[src/design/dcc_pkg.sv]
// Constants and carrier types for the DSP core control and capture bank.
// Assumes a single 20 MHz DSP clock shared by the core and control port.
package dcc_pkg;
   // ------------------------------------------------------------
   // Register map
   // ------------------------------------------------------------
   localparam int ADDR_W = 12;
   localparam int DATA_W = 24;
   localparam logic [11:0] OFS_LOAD_TGT0 = 12'h815;
   localparam logic [11:0] OFS_CAPT_A = 12'h81A;
   localparam logic [11:0] OFS_CAPT_B = 12'h81B;
   localparam logic [11:0] OFS_CORE_CTRL = 12'h81C;
   localparam int LOAD_SLOTS = 5;
   localparam int TGT_W = 12;
   localparam logic [15:0] RST_CTRL = 16'h0000;
   localparam logic [15:0] CTRL_MASK = 16'h31FF;
   // ------------------------------------------------------------
   // Core control field positions
   // ------------------------------------------------------------
   localparam int B_DEB_LO = 12;
   localparam int B_AUX_HW = 8;
   localparam int B_PIN_HW = 7;
   localparam int B_IF_HW = 6;
   localparam int B_GO = 5;
   localparam int B_ADC_UM = 4;
   localparam int B_DAC_UM = 3;
   localparam int B_CLR_N = 2;
   localparam int B_RATE_LO = 0;
   // ------------------------------------------------------------
   // Capture setup and data
   // ------------------------------------------------------------
   localparam int STEP_W = 10;
   localparam int WORD_W = 28;
   localparam int DROP_LSB = 4;
   localparam logic [1:0] SRC_MUL_X = 2'h0;
   localparam logic [1:0] SRC_MUL_Y = 2'h1;
   localparam logic [1:0] SRC_MAC = 2'h2;
   localparam logic [1:0] SRC_ACC = 2'h3;
   // ------------------------------------------------------------
   // Timing
   // ------------------------------------------------------------
   localparam int CLK_HZ = 20_000_000;
   localparam int DEB_MS_00 = 20;
   localparam int DEB_MS_01 = 40;
   localparam int DEB_MS_10 = 10;
   localparam int DEB_MS_11 = 5;
   localparam int DEB_W = 20;
   localparam int CYC_PER_MS = CLK_HZ / 1000;
   localparam logic [10:0] IPS_1X = 11'h200;
   localparam logic [10:0] IPS_2X = 11'h100;
   localparam logic [10:0] IPS_4X = 11'h080;

   typedef struct packed {
      logic [WORD_W-1:0] mul_x;
      logic [WORD_W-1:0] mul_y;
      logic [WORD_W-1:0] mac_result;
      logic [WORD_W-1:0] acc_fb;
   } dcc_tap_s;

   typedef struct packed {
      logic [STEP_W-1:0] capture_step;
      logic [1:0] capture_source_sel;
   } dcc_setup_s;
endpackage

[src/design/dcc_core_ctrl.sv]
// Core control, capture and safeload target register bank.
// Assumes core taps and program counter share clk; host port on clk too.
//
// Operation
// RL1: Target address registers hold 12 bits; upper bits read zero; reset zero.
// RL2: Two independent readable capture registers snapshot any program point.
// RL3: Each capture has a step index from 0 to 1023.
// RL4: Program counter matching the step copies the chosen core register.
// RL5: Captured value is 5.19, the 5.23 word minus four LSBs.
// RL6: Setup word: step in bits 11:2, source select in bits 1:0.
// RL7: Source 00 mul X, 01 mul Y, 10 MAC result, 11 accumulator feedback.
// RL8: Capture registers are read at locations 2074 and 2075.
// RL9: Core control resets to zero with the documented field layout.
// RL10: Debounce select: 00 20 ms, 01 40 ms, 10 10 ms, 11 5 ms.
// RL11: Aux override bit lets host write aux converter results.
// RL12: Pin override bit lets host write the pin setting register.
// RL13: Interface override bit gives interface registers to the host.
// RL14: Writing 1 to safeload go starts transfer; self-clears on completion.
// RL15: Only pairs written since the last safeload are transferred.
// RL16: Rate select: 512, 256, 128 instructions; 11 reserved.
// RL17: Clear bit low blocks signal flow through the core.
// RL18: ADC and DAC unmute bits reset low and keep paths muted.
// RL19: A safeload finishes within one audio frame of its start.
// RL20: Writing 0 to go does nothing; running transfer completes.
// RL21: Captures refresh every frame at the step, holding between matches.
//
// Strobed register access was left to the implementer.
`timescale 1ns/10ps
`default_nettype none
module dcc_core_ctrl import dcc_pkg::*; #(
   parameter int DEB_CYC_00 = DEB_MS_00 * CYC_PER_MS,
   parameter int DEB_CYC_01 = DEB_MS_01 * CYC_PER_MS,
   parameter int DEB_CYC_10 = DEB_MS_10 * CYC_PER_MS,
   parameter int DEB_CYC_11 = DEB_MS_11 * CYC_PER_MS
) (
   // Clock and reset
   input wire logic clk,
   input wire logic resetn,
   // Control port
   input wire logic [ADDR_W-1:0] addr,
   input wire logic [15:0] wdata,
   input wire logic wr_stb,
   input wire logic rd_stb,
   output logic [DATA_W-1:0] rdata,
   // Core taps
   input wire logic step_valid,
   input wire logic [STEP_W-1:0] prog_counter,
   input wire dcc_tap_s taps,
   // Core and converter controls
   output logic core_clear_n,
   output logic adc_unmute,
   output logic dac_unmute,
   output logic [1:0] rate_multiplier_sel,
   output logic [10:0] instr_per_sample,
   output logic [1:0] input_debounce_sel,
   output logic [DEB_W-1:0] debounce_ticks,
   output logic aux_conv_host_write,
   output logic pin_host_write,
   output logic iface_host_write,
   // Parameter memory load
   output logic safeload_go,
   output logic ld_valid,
   output logic [2:0] ld_slot,
   output logic [TGT_W-1:0] param_target_addr
);
   initial begin
      if (DEB_CYC_00 < 1 || DEB_CYC_00 >= (1 << DEB_W) ||
          DEB_CYC_01 < 1 || DEB_CYC_01 >= (1 << DEB_W) ||
          DEB_CYC_10 < 1 || DEB_CYC_10 >= (1 << DEB_W) ||
          DEB_CYC_11 < 1 || DEB_CYC_11 >= (1 << DEB_W)) begin
         $error("debounce counts must fit the tick field");
      end
   end

   // ------------------------------------------------------------
   // Reset release
   // ------------------------------------------------------------
   logic rst_meta_reg;
   logic rst_n;

   always_ff @(posedge clk or negedge resetn) begin
      if (!resetn) begin
         rst_meta_reg <= 1'b0;
         rst_n <= 1'b0;
      end else begin
         rst_meta_reg <= 1'b1;
         rst_n <= rst_meta_reg;
      end
   end

   // ------------------------------------------------------------
   // Decoders
   // ------------------------------------------------------------
   function automatic logic [10:0] ips_of(input logic [1:0] sel);
      case (sel)
         2'h1: ips_of = IPS_2X;
         2'h2: ips_of = IPS_4X;
         // Reserved code falls back to the single-rate program length
         default: ips_of = IPS_1X;
      endcase
   endfunction

   function automatic logic [DEB_W-1:0] deb_of(input logic [1:0] sel);
      case (sel)
         2'h1: deb_of = DEB_W'(DEB_CYC_01);
         2'h2: deb_of = DEB_W'(DEB_CYC_10);
         2'h3: deb_of = DEB_W'(DEB_CYC_11);
         default: deb_of = DEB_W'(DEB_CYC_00);
      endcase
   endfunction

   function automatic logic [WORD_W-1:0] tap_of(input dcc_tap_s t,
                                                input logic [1:0] sel);
      case (sel)
         SRC_MUL_X: tap_of = t.mul_x;
         SRC_MUL_Y: tap_of = t.mul_y;
         SRC_MAC: tap_of = t.mac_result;
         default: tap_of = t.acc_fb;
      endcase
   endfunction

   logic wr_ctrl;
   logic wr_tgt;
   logic [2:0] tgt_slot;

   assign wr_ctrl = wr_stb && addr == OFS_CORE_CTRL;
   assign wr_tgt = wr_stb && addr >= OFS_LOAD_TGT0 &&
                   addr < OFS_LOAD_TGT0 + 12'(LOAD_SLOTS);
   assign tgt_slot = 3'(addr - OFS_LOAD_TGT0);

   // ------------------------------------------------------------
   // Core control register
   // ------------------------------------------------------------
   logic [15:0] ctrl_reg;
   logic [15:0] ctrl_next;
   logic go_start;
   logic load_busy;

   // The go bit is not stored here; it mirrors the sequencer
   assign ctrl_next = wdata & CTRL_MASK & ~(16'h0001 << B_GO);
   assign go_start = wr_ctrl && wdata[B_GO] && !load_busy; // [RL14] [RL20]

   always_ff @(posedge clk or negedge rst_n) begin
      if (!rst_n) begin
         ctrl_reg <= RST_CTRL; // [RL9] [RL18]
      end else if (wr_ctrl) begin
         ctrl_reg <= ctrl_next; // [RL9]
      end
   end

   always_ff @(posedge clk or negedge rst_n) begin
      if (!rst_n) begin
         core_clear_n <= 1'b0;
         adc_unmute <= 1'b0;
         dac_unmute <= 1'b0;
         rate_multiplier_sel <= 2'h0;
         input_debounce_sel <= 2'h0;
         aux_conv_host_write <= 1'b0;
         pin_host_write <= 1'b0;
         iface_host_write <= 1'b0;
      end else begin
         core_clear_n <= ctrl_reg[B_CLR_N]; // [RL17]
         adc_unmute <= ctrl_reg[B_ADC_UM]; // [RL18]
         dac_unmute <= ctrl_reg[B_DAC_UM]; // [RL18]
         rate_multiplier_sel <= ctrl_reg[B_RATE_LO +: 2];
         input_debounce_sel <= ctrl_reg[B_DEB_LO +: 2];
         aux_conv_host_write <= ctrl_reg[B_AUX_HW]; // [RL11]
         pin_host_write <= ctrl_reg[B_PIN_HW]; // [RL12]
         iface_host_write <= ctrl_reg[B_IF_HW]; // [RL13]
      end
   end

   always_ff @(posedge clk or negedge rst_n) begin
      if (!rst_n) begin
         instr_per_sample <= IPS_1X;
         debounce_ticks <= DEB_W'(DEB_CYC_00);
      end else begin
         instr_per_sample <= ips_of(ctrl_reg[B_RATE_LO +: 2]); // [RL16]
         debounce_ticks <= deb_of(ctrl_reg[B_DEB_LO +: 2]); // [RL10]
      end
   end

   // ------------------------------------------------------------
   // Safeload sequencer
   // ------------------------------------------------------------
   logic [LOAD_SLOTS*TGT_W-1:0] tgt_flat;

   dcc_safeload u_load (
      .clk(clk),
      .rst_n(rst_n),
      .tgt_we(wr_tgt),
      .tgt_slot(tgt_slot),
      .tgt_addr(wdata[TGT_W-1:0]), // [RL1]
      .start(go_start),
      .busy(load_busy),
      .tgt_flat(tgt_flat),
      .ld_valid(ld_valid),
      .ld_slot(ld_slot),
      .ld_addr(param_target_addr)
   );

   assign safeload_go = load_busy;

   // ------------------------------------------------------------
   // Capture slots
   // ------------------------------------------------------------
   dcc_setup_s setup_reg [2];
   logic [DATA_W-1:0] capt_reg [2];

   genvar c;
   generate
      for (c = 0; c < 2; c++) begin : g_capt
         logic [WORD_W-1:0] tap_word;

         assign tap_word = tap_of(taps, setup_reg[c].capture_source_sel);

         always_ff @(posedge clk or negedge rst_n) begin
            if (!rst_n) begin
               setup_reg[c] <= '0;
            end else if (wr_stb && addr == OFS_CAPT_A + 12'(c)) begin
               setup_reg[c] <= wdata[STEP_W+1:0]; // [RL6] [RL3]
            end
         end
         // Holds between matches; a match each frame refreshes it
         always_ff @(posedge clk or negedge rst_n) begin
            if (!rst_n) begin
               capt_reg[c] <= '0;
            end else if (step_valid &&
                         prog_counter == setup_reg[c].capture_step) begin
               capt_reg[c] <= tap_word[WORD_W-1:DROP_LSB];
               // [RL2] [RL4] [RL5] [RL7] [RL21]
            end
         end
      end
   endgenerate

   // ------------------------------------------------------------
   // Read path
   // ------------------------------------------------------------
   logic [DATA_W-1:0] rd_next;

   always_comb begin
      rd_next = '0;
      case (addr)
         OFS_CAPT_A: rd_next = capt_reg[0]; // [RL8]
         OFS_CAPT_B: rd_next = capt_reg[1]; // [RL8]
         OFS_CORE_CTRL: begin
            rd_next[15:0] = ctrl_reg; // [RL9]
            rd_next[B_GO] = load_busy; // [RL14]
         end
         default: begin
            if (addr >= OFS_LOAD_TGT0 &&
                addr < OFS_LOAD_TGT0 + 12'(LOAD_SLOTS)) begin
               rd_next[TGT_W-1:0] = tgt_flat[tgt_slot*TGT_W +: TGT_W];
               // [RL1]
            end
         end
      endcase
   end

   // Unmapped reads return zero
   always_ff @(posedge clk or negedge rst_n) begin
      if (!rst_n) begin
         rdata <= '0;
      end else if (rd_stb) begin
         rdata <= rd_next;
      end else begin
         rdata <= '0;
      end
   end

   // ------------------------------------------------------------
   // Checks
   // ------------------------------------------------------------
   a_tgt_upper_zero: assert property (@(posedge clk) disable iff (!rst_n) // [RL1]
      rd_stb && wr_tgt == 1'b0 && addr == OFS_LOAD_TGT0
      |=> rdata[DATA_W-1:TGT_W] == '0)
      else $error("target address upper bits not zero");
   a_capture_match: assert property (@(posedge clk) disable iff (!rst_n) // [RL4]
      step_valid && prog_counter == setup_reg[0].capture_step &&
      setup_reg[0].capture_source_sel == SRC_MAC
      |=> capt_reg[0] == $past(taps.mac_result[WORD_W-1:DROP_LSB]))
      else $error("capture A missed the MAC result");
   a_capture_hold: assert property (@(posedge clk) disable iff (!rst_n) // [RL21]
      !(step_valid && prog_counter == setup_reg[1].capture_step)
      |=> $stable(capt_reg[1]))
      else $error("capture B changed without a match");
   a_capture_read: assert property (@(posedge clk) disable iff (!rst_n) // [RL8]
      rd_stb && addr == OFS_CAPT_B |=> rdata == $past(capt_reg[1]))
      else $error("capture B read mismatch");
   a_go_no_restart: assert property (@(posedge clk) disable iff (!rst_n) // [RL20]
      load_busy && wr_ctrl |=> load_busy || $past(u_load.idx_reg) == 3'h4)
      else $error("control write disturbed a running safeload");
   a_go_start: assert property (@(posedge clk) disable iff (!rst_n) // [RL14]
      wr_ctrl && wdata[B_GO] && !load_busy |=> load_busy ##5 !load_busy)
      else $error("go bit did not start and self clear");
   a_mute_follow: assert property (@(posedge clk) disable iff (!rst_n) // [RL18]
      wr_ctrl && !wdata[B_ADC_UM] |=> ##1 !adc_unmute)
      else $error("ADC path not muted after clear of unmute");
   a_rate_decode: assert property (@(posedge clk) disable iff (!rst_n) // [RL16]
      wr_ctrl && wdata[1:0] == 2'h2 |=> ##1 instr_per_sample == IPS_4X)
      else $error("rate select 10 did not give 128 instructions");
   a_debounce_map: assert property (@(posedge clk) disable iff (!rst_n) // [RL10]
      wr_ctrl && wdata[13:12] == 2'h3
      |=> ##1 debounce_ticks == DEB_W'(DEB_CYC_11))
      else $error("debounce select 11 mismatch");
   a_clear_bit: assert property (@(posedge clk) disable iff (!rst_n) // [RL17]
      wr_ctrl |=> ##1 core_clear_n == $past(wdata[B_CLR_N], 2))
      else $error("clear bit not applied");
endmodule // dcc_core_ctrl
`default_nettype wire

[src/design/dcc_safeload.sv]
// Safeload sequencer: five target address slots with written flags.
// Assumes start is a single-cycle pulse issued only while idle.
`timescale 1ns/10ps
`default_nettype none
module dcc_safeload import dcc_pkg::*; (
   // Clock and reset
   input wire logic clk,
   input wire logic rst_n,
   // Host side
   input wire logic tgt_we,
   input wire logic [2:0] tgt_slot,
   input wire logic [TGT_W-1:0] tgt_addr,
   input wire logic start,
   // State and transfer
   output logic busy,
   output logic [LOAD_SLOTS*TGT_W-1:0] tgt_flat,
   output logic ld_valid,
   output logic [2:0] ld_slot,
   output logic [TGT_W-1:0] ld_addr
);
   logic [TGT_W-1:0] tgt_reg [LOAD_SLOTS];
   logic [LOAD_SLOTS-1:0] pend_reg;
   logic [2:0] idx_reg;

   genvar g;
   generate
      for (g = 0; g < LOAD_SLOTS; g++) begin : g_slot
         always_ff @(posedge clk or negedge rst_n) begin
            if (!rst_n) begin
               tgt_reg[g] <= '0;
            end else if (tgt_we && tgt_slot == 3'(g)) begin
               tgt_reg[g] <= tgt_addr;
            end
         end
         assign tgt_flat[g*TGT_W +: TGT_W] = tgt_reg[g];
         // A fresh write in the cycle of transfer keeps the slot pending
         always_ff @(posedge clk or negedge rst_n) begin
            if (!rst_n) begin
               pend_reg[g] <= 1'b0;
            end else if (tgt_we && tgt_slot == 3'(g)) begin
               pend_reg[g] <= 1'b1; // [RL15]
            end else if (busy && idx_reg == 3'(g)) begin
               pend_reg[g] <= 1'b0; // [RL15]
            end
         end
      end
   endgenerate

   // One slot per cycle, so the whole set ends within five cycles
   always_ff @(posedge clk or negedge rst_n) begin
      if (!rst_n) begin
         busy <= 1'b0;
         idx_reg <= '0;
      end else if (!busy) begin
         busy <= start; // [RL14]
         idx_reg <= '0;
      end else if (idx_reg == 3'(LOAD_SLOTS - 1)) begin
         // Index wraps to zero so no slot beyond the last is ever looked up
         busy <= 1'b0; // [RL14] [RL19]
         idx_reg <= '0;
      end else begin
         idx_reg <= idx_reg + 3'h1;
      end
   end

   always_ff @(posedge clk or negedge rst_n) begin
      if (!rst_n) begin
         ld_valid <= 1'b0;
         ld_slot <= '0;
         ld_addr <= '0;
      end else begin
         ld_valid <= busy && pend_reg[idx_reg]; // [RL15]
         ld_slot <= idx_reg;
         ld_addr <= tgt_reg[idx_reg];
      end
   end

   a_load_bound: assert property (@(posedge clk) disable iff (!rst_n)
      $rose(busy) |-> ##5 !busy) // [RL19]
      else $error("safeload did not end in five cycles");
   a_skip_unwritten: assert property (@(posedge clk) disable iff (!rst_n)
      busy && !pend_reg[idx_reg] |=> !ld_valid) // [RL15]
      else $error("unwritten slot was transferred");
endmodule // dcc_safeload
`default_nettype wire

[config.mk]
export PLATFORM = sky130hd
export DESIGN_NAME = dcc_core_ctrl
export DESIGN_NICKNAME = d
export VERILOG_FILES = /design/src/design/dcc_pkg.sv /design/src/design/dcc_core_ctrl.sv /design/src/design/dcc_safeload.sv
export SDC_FILE = /design/constraint.sdc
export NUM_CORES = 1
export LEC_CHECK = 0
export BUFFER_PORTS_ARGS = -buffer_cell sky130_fd_sc_hd__buf_2
export CAP_MARGIN = 10
export CORE_MARGIN = 2
export CORE_UTILIZATION = 61
export CTS_BUF_LIST = sky130_fd_sc_hd__clkbuf_4
export CTS_CLUSTER_DIAMETER = 30
export DETAILED_ROUTE_END_ITERATION = 6
export GPL_TIMING_DRIVEN = 0
export PLACE_DENSITY = 0.94
export RECOVER_POWER = 100
export SYNTH_ARGS = -nofsm -noshare
export SYNTH_HDL_FRONTEND = slang
export SYNTH_SLANG_ARGS = --single-unit
export TNS_END_PERCENT = 50
[constraint.sdc]
create_clock -name clk -period 15.7 [get_ports clk]
set_clock_uncertainty 0.15 [all_clocks]
set_input_delay 0.785 -clock clk [delete_from_list [all_inputs] [get_ports clk]]
set_output_delay 0.785 -clock clk [all_outputs]
set_load 0.01 [all_outputs]
==> results.ini, run 1 <==
[synthesis]
synthXorXnorAreaFrac_pct = 1.79
synth_compound_area_share_pct = 5.27
synth_top_family_by_area = multiplexers
synth-seq-area-share_pct = 50.4
ys_seq_elements = 215
syn_area_um2 = 10700
synth-simple-area-share_pct = 6.15
muxShareOfSynthArea_pct = 30.1
yosys_warnings = 0
synthAdderAreaFrac_pct = 2.11
yosysUniqueCellTypes = 47
syn_avg_cell_area_um2 = 14.3
synth-edff-count = 0
synth_ff_type = dfrtp_1
syn_inst = 748
synthArstFlopShare_pct = 100

[timing]
maxSlewViolCount = 220
setup_ws_ns = 8.88
fin_crit_sh_pct = 43.4
setup_viol = 0
period_needed_ns = 6.82
finalSetupTns_ns = 0
hold_violations = 0
max_slew.worst_pin.slew_ns = 3.24
relSlewSlack_pct = -116
rsz0062_at_grt = false
fmax_ghz = 0.147

[worst_setup_path]
reg2reg_to = iface_host_write
arrival_ns = 6.85
slowest_delay_ns = 2.38
path_buf_inv = 2
path_cells = clkbuf_1, clkbuf_1
slowest_stage = clkbuf_1
cp.depth = 2
path_delay_family = buffers and inverters
ff2ff_setup_slack_ns = 8.88
crit_top_cell = clkbuf_1
worstSetupEndpointType = async pin
worstSetupStartpointType = flop
rr_worst_depth = 2
endpoint = iface_host_write
critPathLaunch = rst_n
worstPathRequired_ns = 15.73
crit_fanout = 63
r2r-start = rst_n
path_class = reg -> async

[power]
powerDensity_nw_per_um2 = 88.9
leakage_uw = 0.00592
irDropWorstVdd_mv = 0.0548

[status]
status = complete, but fails checks
violations = max-capacitance violations, max-slew violations

[drt]
wl_met3_um = 2620
met2_length_um = 14000
vias = 8066
drt_iter0_markers = 696
vias_per_cell = 6.25
drcViolationCount = 0
wire_per_inst_um = 22.0
top_layer = met4
wl_um = 28300
firstDrtPassIters = 6
wl_met1_um = 10400
ant_nets = 0

[global_route]
grt_pass1_wl_um = 43600
gr-usage-all-layers_pct = 31.0
antenna_found_initial = 2
grt_pass1_vias = 8487
overflow = 0
grt_max_degree = 64

[clock_network]
clk_latency_ns = 0.69
root_buffer = clkbuf_4
cts_max_path_buffers = 3
cts_tree = done
tritoncts.num_buffers = 55
cts.sink_count = 215
postCtsSetupBuffers = 0
htreeDepth = 2
clk_pin_slew_worst_paths_ns = 0.08

[floorplan]
die-area_um2 = 18600
die-width_um = 136
die_h_um = 136
start_util_pct = 62.0
io_pins = 237
fp-row-count = 48
placeableCoreArea_um2 = 17200

[finish]
fin_nets = 1198
fin_cells = 1290
largest_reg_flops = 60
drive_gt1_share_pct = 42.5
syn2layout_area_growth_pct = 17.4

[job]
drv_cap = 4

[worst_hold_path]
hp-class = in -> reg

[placement]
dp_hpwl_um = 19800
gp_congestion = 0.911
io_buffers = 203
dp_cells = 1192
place_ws_ns = 11.77

[worst min path at each step]
stage	startpoint	end	slack, ns	cells after the start
global placement	rst_meta_reg	rst_n	0.19	0
CTS	wdata[12]	ctrl_reg[12]	0.15	2
detailed placement	rst_meta_reg	rst_n	0.19	0
finish	wdata[12]	ctrl_reg[12]	0.18	2
global route	wdata[12]	ctrl_reg[12]	0.18	2
floorplan	rst_meta_reg	rst_n	0.18	0
[per-stage QoR]
stage               hold WS, ns  utilization, %  total power, uW  area (um2)
finish                    0.179            72.8             1120       12500
global route              0.179            72.8             1160       12500
CTS                       0.155            74.4             1120       12800
detailed placement        0.191            70.3              648       12100
global placement          0.188            69.8              642       12000
floorplan                 0.181               -              609       10700
[cell families after synthesis]
kind of cell / Yosys count
multiplexers: 226
flip-flops: 215
AND/OR/NAND/NOR: 103
buffers and inverters: 84
AO/OA/AOI/OAI: 79
XOR/XNOR: 21
adder cells (fa/ha/maj): 18
other: 2
[cell type report]
cell class              instances  area [um2]
multi-input cells             462        4830
diodes                          1        2.50
well taps                     225         282
clock buffers                  89         668
repair buffers                207         950
inverters                      12        45.0
flip-flops and latches        215        5390
fillers                      1117        4690
clock inverters                 7        32.5
plain buffers                  72         350
[cells in the mapped netlist (10+ instances only)]
cell / count / area [um2]
clkbuf_1: 28 / 105
nand2_1: 19 / 71.3
mux4_2: 62 / 1400
nor2b_1: 11 / 68.8
buf_4: 24 / 180
buf_2: 16 / 80.1
a22oi_1: 25 / 188
a21oi_1: 13 / 65.1
and4_1: 13 / 114
ha_1: 18 / 225
mux2i_1: 22 / 220
and3_1: 10 / 62.6
nor2_1: 18 / 67.6
mux2_2: 133 / 1500
o22ai_1: 23 / 144
inv_1: 12 / 45.0
xnor2_1: 20 / 175
dfrtp_1: 211 / 5280
[cell usage in the layout (no fill, tap or decap), types with 20 or more instances in the layout]
cell | netlist | routed
clkbuf_1 | 28 | 117
a22oi_1 | 25 | 25
dfrtp_1 | 211 | 211
mux2i_1 | 22 | 22
o22ai_1 | 23 | 23
clkbuf_4 | 0 | 89
mux2_2 | 133 | 130
mux4_2 | 62 | 62
xnor2_1 | 20 | 20
buf_2 | 16 | 140
[metal layers]
metal	vias to the layer above	GRT usage (%)
li1	3373	-
met1	4050	38.3
met2	525	49.4
met3	118	8.58
met4	0	17.7
met5	-	0
[power by group]
part,internal [uW],switching (uW)
Sequential,557,4.56
Combinational,32.9,40.2
Clock,254,227
Total,844,272
[repair_timing]
action / CTS / global route
endpoints found under the hold margin: 2 / 0
setup endpoints to repair: 0 / 0
gates resized for setup: 0 / 0
hold buffers: 1 / 0
No activity file was read; power rests on OpenSTA's default activity.
==> run 2: changes to the inputs <==
- ABC_AREA: not set -> 1
- CORE_UTILIZATION: 61 -> 52
- PLACE_DENSITY: 0.94 -> 0.85
- clock period: 15.7 -> 6.2 ns (I/O delays scaled with it)
==> results.ini, run 2 <==
[timing]
period_needed_ns = 3.12  ; was 6.82 ns
maxSlewViolCount = 71  ; was 220
fin_crit_sh_pct = 50.3  ; was 43.4%
relSlewSlack_pct = -84.4  ; was -116%
rsz0062_at_grt = false  ; unchanged
finalSetupTns_ns = 0  ; unchanged
hold_violations = 0  ; unchanged
fmax_ghz = 0.321  ; was 0.147 GHz
max_slew.worst_pin.slew_ns = 2.77  ; was 3.24 ns
setup_viol = 0  ; unchanged

[clock_network]
post_cts_resized = 0  ; unchanged
tritoncts.num_buffers = 56  ; was 55
cts_tree = done  ; unchanged
clk_latency_ns = 0.70  ; was 0.69 ns
cts.sink_count = 215  ; unchanged
clk_pin_slew_worst_paths_ns = 0.08  ; about the same
postCtsSetupBuffers = 0  ; unchanged
root_buffer = clkbuf_4  ; unchanged
htreeDepth = 2  ; unchanged
cts_max_path_buffers = 3  ; unchanged

[synthesis]
synthArstFlopShare_pct = 100  ; unchanged
synth.top_cells.by_area = dfrtp_1 46%, nand2_1 19%, nand3_1 6.1%  ; was dfrtp_1 49%, mux2_2 14%, mux4_2 13%
syn_avg_cell_area_um2 = 7.69  ; was 14.3 um2
synth-edff-count = 0  ; unchanged
synthAdderAreaFrac_pct = 1.98  ; was 2.11%
synth_compound_area_share_pct = 9.44  ; was 5.27%
syn_inst = 1479  ; was 748
synth_top_area_cell = dfrtp_1  ; unchanged
synth_top_area_share_pct = 46.4  ; was 49.4%
ys_seq_elements = 215  ; unchanged
yosys_warnings = 0  ; unchanged
syn_area_um2 = 11400  ; was 10700 um2
yosysUniqueCellTypes = 33  ; was 47
muxShareOfSynthArea_pct = 0  ; was 30.1%
synth_ff_type = dfrtp_1  ; unchanged
synthXorXnorAreaFrac_pct = 0.693  ; was 1.79%
synth_most_common_cell = nand2_1  ; was dfrtp_1
synthTopCellsByCount = 588 x nand2_1, 211 x dfrtp_1, 139 x nand3_1, 114 x inv_1, 61 x o21ai_1  ; was 211 x dfrtp_1, 133 x mux2_2, 62 x mux4_2, 28 x clkbuf_1, 25 x a22oi_1
synth-simple-area-share_pct = 31.6  ; was 6.15%
synth-seq-area-share_pct = 47.3  ; was 50.4%
synth_top_family_by_area = simple AND/OR/NAND/NOR gates  ; was multiplexers

[worst_setup_path]
r2r-start = setup_reg[1]  ; was rst_n
crit_fanout = 10  ; was 63
path_cells = nor2_1, clkbuf_1, nand2_1, nand4_1, dlygate4sd3_1, nand3_1, dlygate4sd3_1, nand2_1  ; was clkbuf_1, clkbuf_1
slowest_stage = dlygate4sd3_1  ; was clkbuf_1
arrival_ns = 3.60  ; was 6.85 ns
worstSetupEndpointType = flop  ; was async pin
cp.depth = 8  ; was 2
ff2ff_setup_slack_ns = 3.08  ; was 8.88 ns
path_delay_family = buffers and inverters  ; unchanged
rr_worst_depth = 8  ; was 2
path_class = reg -> reg  ; was reg -> async
reg2reg_to = capt_reg[0]  ; was iface_host_write
worstPathRequired_ns = 6.68  ; was 15.73 ns
worstSetupStartpointType = flop  ; unchanged
path_buf_inv = 3  ; was 2
slowest_delay_ns = 0.59  ; was 2.38 ns

[global_route]
grt_pass1_vias = 12000  ; was 8487
grt_pass1_wl_um = 62200  ; was 43600 um
grt_max_degree = 75  ; was 64
antenna_found_initial = 1  ; was 2
overflow = 0  ; unchanged
gr-usage-all-layers_pct = 33.4  ; was 31.0%

[floorplan]
placeableCoreArea_um2 = 21600  ; was 17200 um2
fp-row-count = 54  ; was 48
die_h_um = 152  ; was 136 um
die-area_um2 = 23100  ; was 18600 um2
io_pins = 237  ; unchanged
die-width_um = 152  ; was 136 um
start_util_pct = 52.6  ; was 62.0%

[drt]
drcViolationCount = 1  ; was 0
ant_nets = 0  ; unchanged
wl_um = 39400  ; was 28300 um
vias_per_cell = 5.61  ; was 6.25
vias = 12300  ; was 8066
firstDrtPassIters = 7  ; was 6
wire_per_inst_um = 17.9  ; was 22.0 um
drt_iter0_markers = 1411  ; was 696

[power]
power_frac_seq_pct = 48.6  ; was 50.4%
leakage_uw = 0.00726  ; was 0.00592 uW
p_total_uw = 2930  ; was 1120 uW
powerDensity_nw_per_um2 = 204  ; was 88.9 nW/um2
pwr-share-clk_pct = 41.6  ; was 43.1%
internal-power_uw = 2160  ; was 844 uW
switching_power_uw = 770  ; was 272 uW
irDropWorstVdd_mv = 0.113  ; was 0.0548 mV
p_comb_share_pct = 9.8  ; was 6.5%
swShare_pct = 26.2  ; was 24.4%

[finish]
layout_commonest_cell = nand2_1  ; was dfrtp_1
drive_gt1_share_pct = 15.3  ; was 42.5%
syn2layout_area_growth_pct = 26.2  ; was 17.4%
fin_nets = 2045  ; was 1198
most-common-layout-cells = 597 x nand2_1, 211 x dfrtp_1, 158 x buf_2  ; was 211 x dfrtp_1, 140 x buf_2, 130 x mux2_2
largest_reg_flops = 60  ; unchanged
fin_cells = 2195  ; was 1290

[placement]
gp_congestion = 0.976  ; was 0.911
io_buffers = 204  ; was 203
dp_hpwl_um = 26500  ; was 19800 um
dp_cells = 1978  ; was 1192

[job]
drv_cap = 1  ; was 4

[status]
status = complete, but fails checks  ; unchanged
violations = design-rule violations, max-capacitance violations, max-slew violations  ; was max-capacitance violations, max-slew violations

[worst_hold_path]
hold_path_end = capt_reg[3]  ; was ctrl_reg[12]
min_path_cells = 6  ; was 2
min_from = prog_counter[8]  ; was wdata[12]
hp-class = in -> reg  ; unchanged

[run 2: changes by cell type after synthesis, sizes merged, moves of 31 or more]
cell / delta
a21oi: +38
inv: +105
mux2: -142
mux4: -62
nand2: +582
nand3: +132
nand4: +31
o21ai: +129
[run 2: layout make-up]
| type | instances | area, um2 |
|---|---|---|
| tap | 280 | 350 |
| antenna | 2 | 5.00 |
| clock buffer | 79 | 593 |
| inverter | 120 | 450 |
| timing repair buffer | 322 | 2150 |
| multi-input combinational | 1067 | 4860 |
| sequential | 215 | 5390 |
| clock inverter | 20 | 108 |
| fill | 1834 | 7270 |
| buffer | 90 | 453 |
[run 2: logic make-up after synthesis]
group | after synthesis
AOI/OAI and AO/OA | 191
xor gates and xnor gates | 9
adders and majority gates | 18
buffers and inverters | 210
DFF | 215
other | 2
and+or+nand+nor | 834
[run 2: worst reg2reg max path: stages, from the launching register on]
cell and delay, ns:
dfrtp_1 0.42, nor2_1 0.43, clkbuf_1 0.53, nand2_1 0.12, nand4_1 0.14, dlygate4sd3_1 0.57
nand3_1 0.08, dlygate4sd3_1 0.59, nand2_1 0.07
[run 2: timing repair]
item,4_1_cts,5_1_grt
hold buffers,116,0
hold endpoints to repair,130,0
setup endpoints to repair,0,0
[run 2: worst max path at each step]
stage	from	endpoint	slack, ns
floorplan	rst_n	adc_unmute	2.52
global placement	rst_n	debounce_ticks[10]	1.39
detailed placement	addr[0]	rdata[8]	3.35
CTS	setup_reg[1]	capt_reg[0]	3.24
global route	rst_n	debounce_ticks[18]	2.56
finish	setup_reg[1]	capt_reg[0]	3.08
[run 2: power by group through the flow]
stage          combinational (uW)  clock, uW  sequential [uW]
2_1_floorplan                 102          0             1460
3_3_place_gp                  199          0             1470
3_5_place_dp                  225          0             1450
4_1_cts                       277       1220             1430
5_1_grt                       306       1310             1430
6_report                      286       1220             1430
[run 2: layer usage]
layer	vias up	track usage, %	part of all wire, %
met1	5628	44.1	38
met4	0	16.8	6.2
met3	227	7.24	11
li1	5521	-	-
met2	941	52.2	44
met5	-	0	0
[run 2: through the flow]
stage                     util, %  cell area (um2)  hold WS [ns]  setup WS (ns)
after floorplan                 -            11400        -0.136           2.52
after global placement       59.2            12800       -0.0551           1.39
after detailed placement     59.4            12900       -0.0515           3.35
after CTS                    68.1            14700       0.00143           3.24
after global routing         66.4            14400        0.0162           2.56
final                        66.4            14400        0.0236           3.08
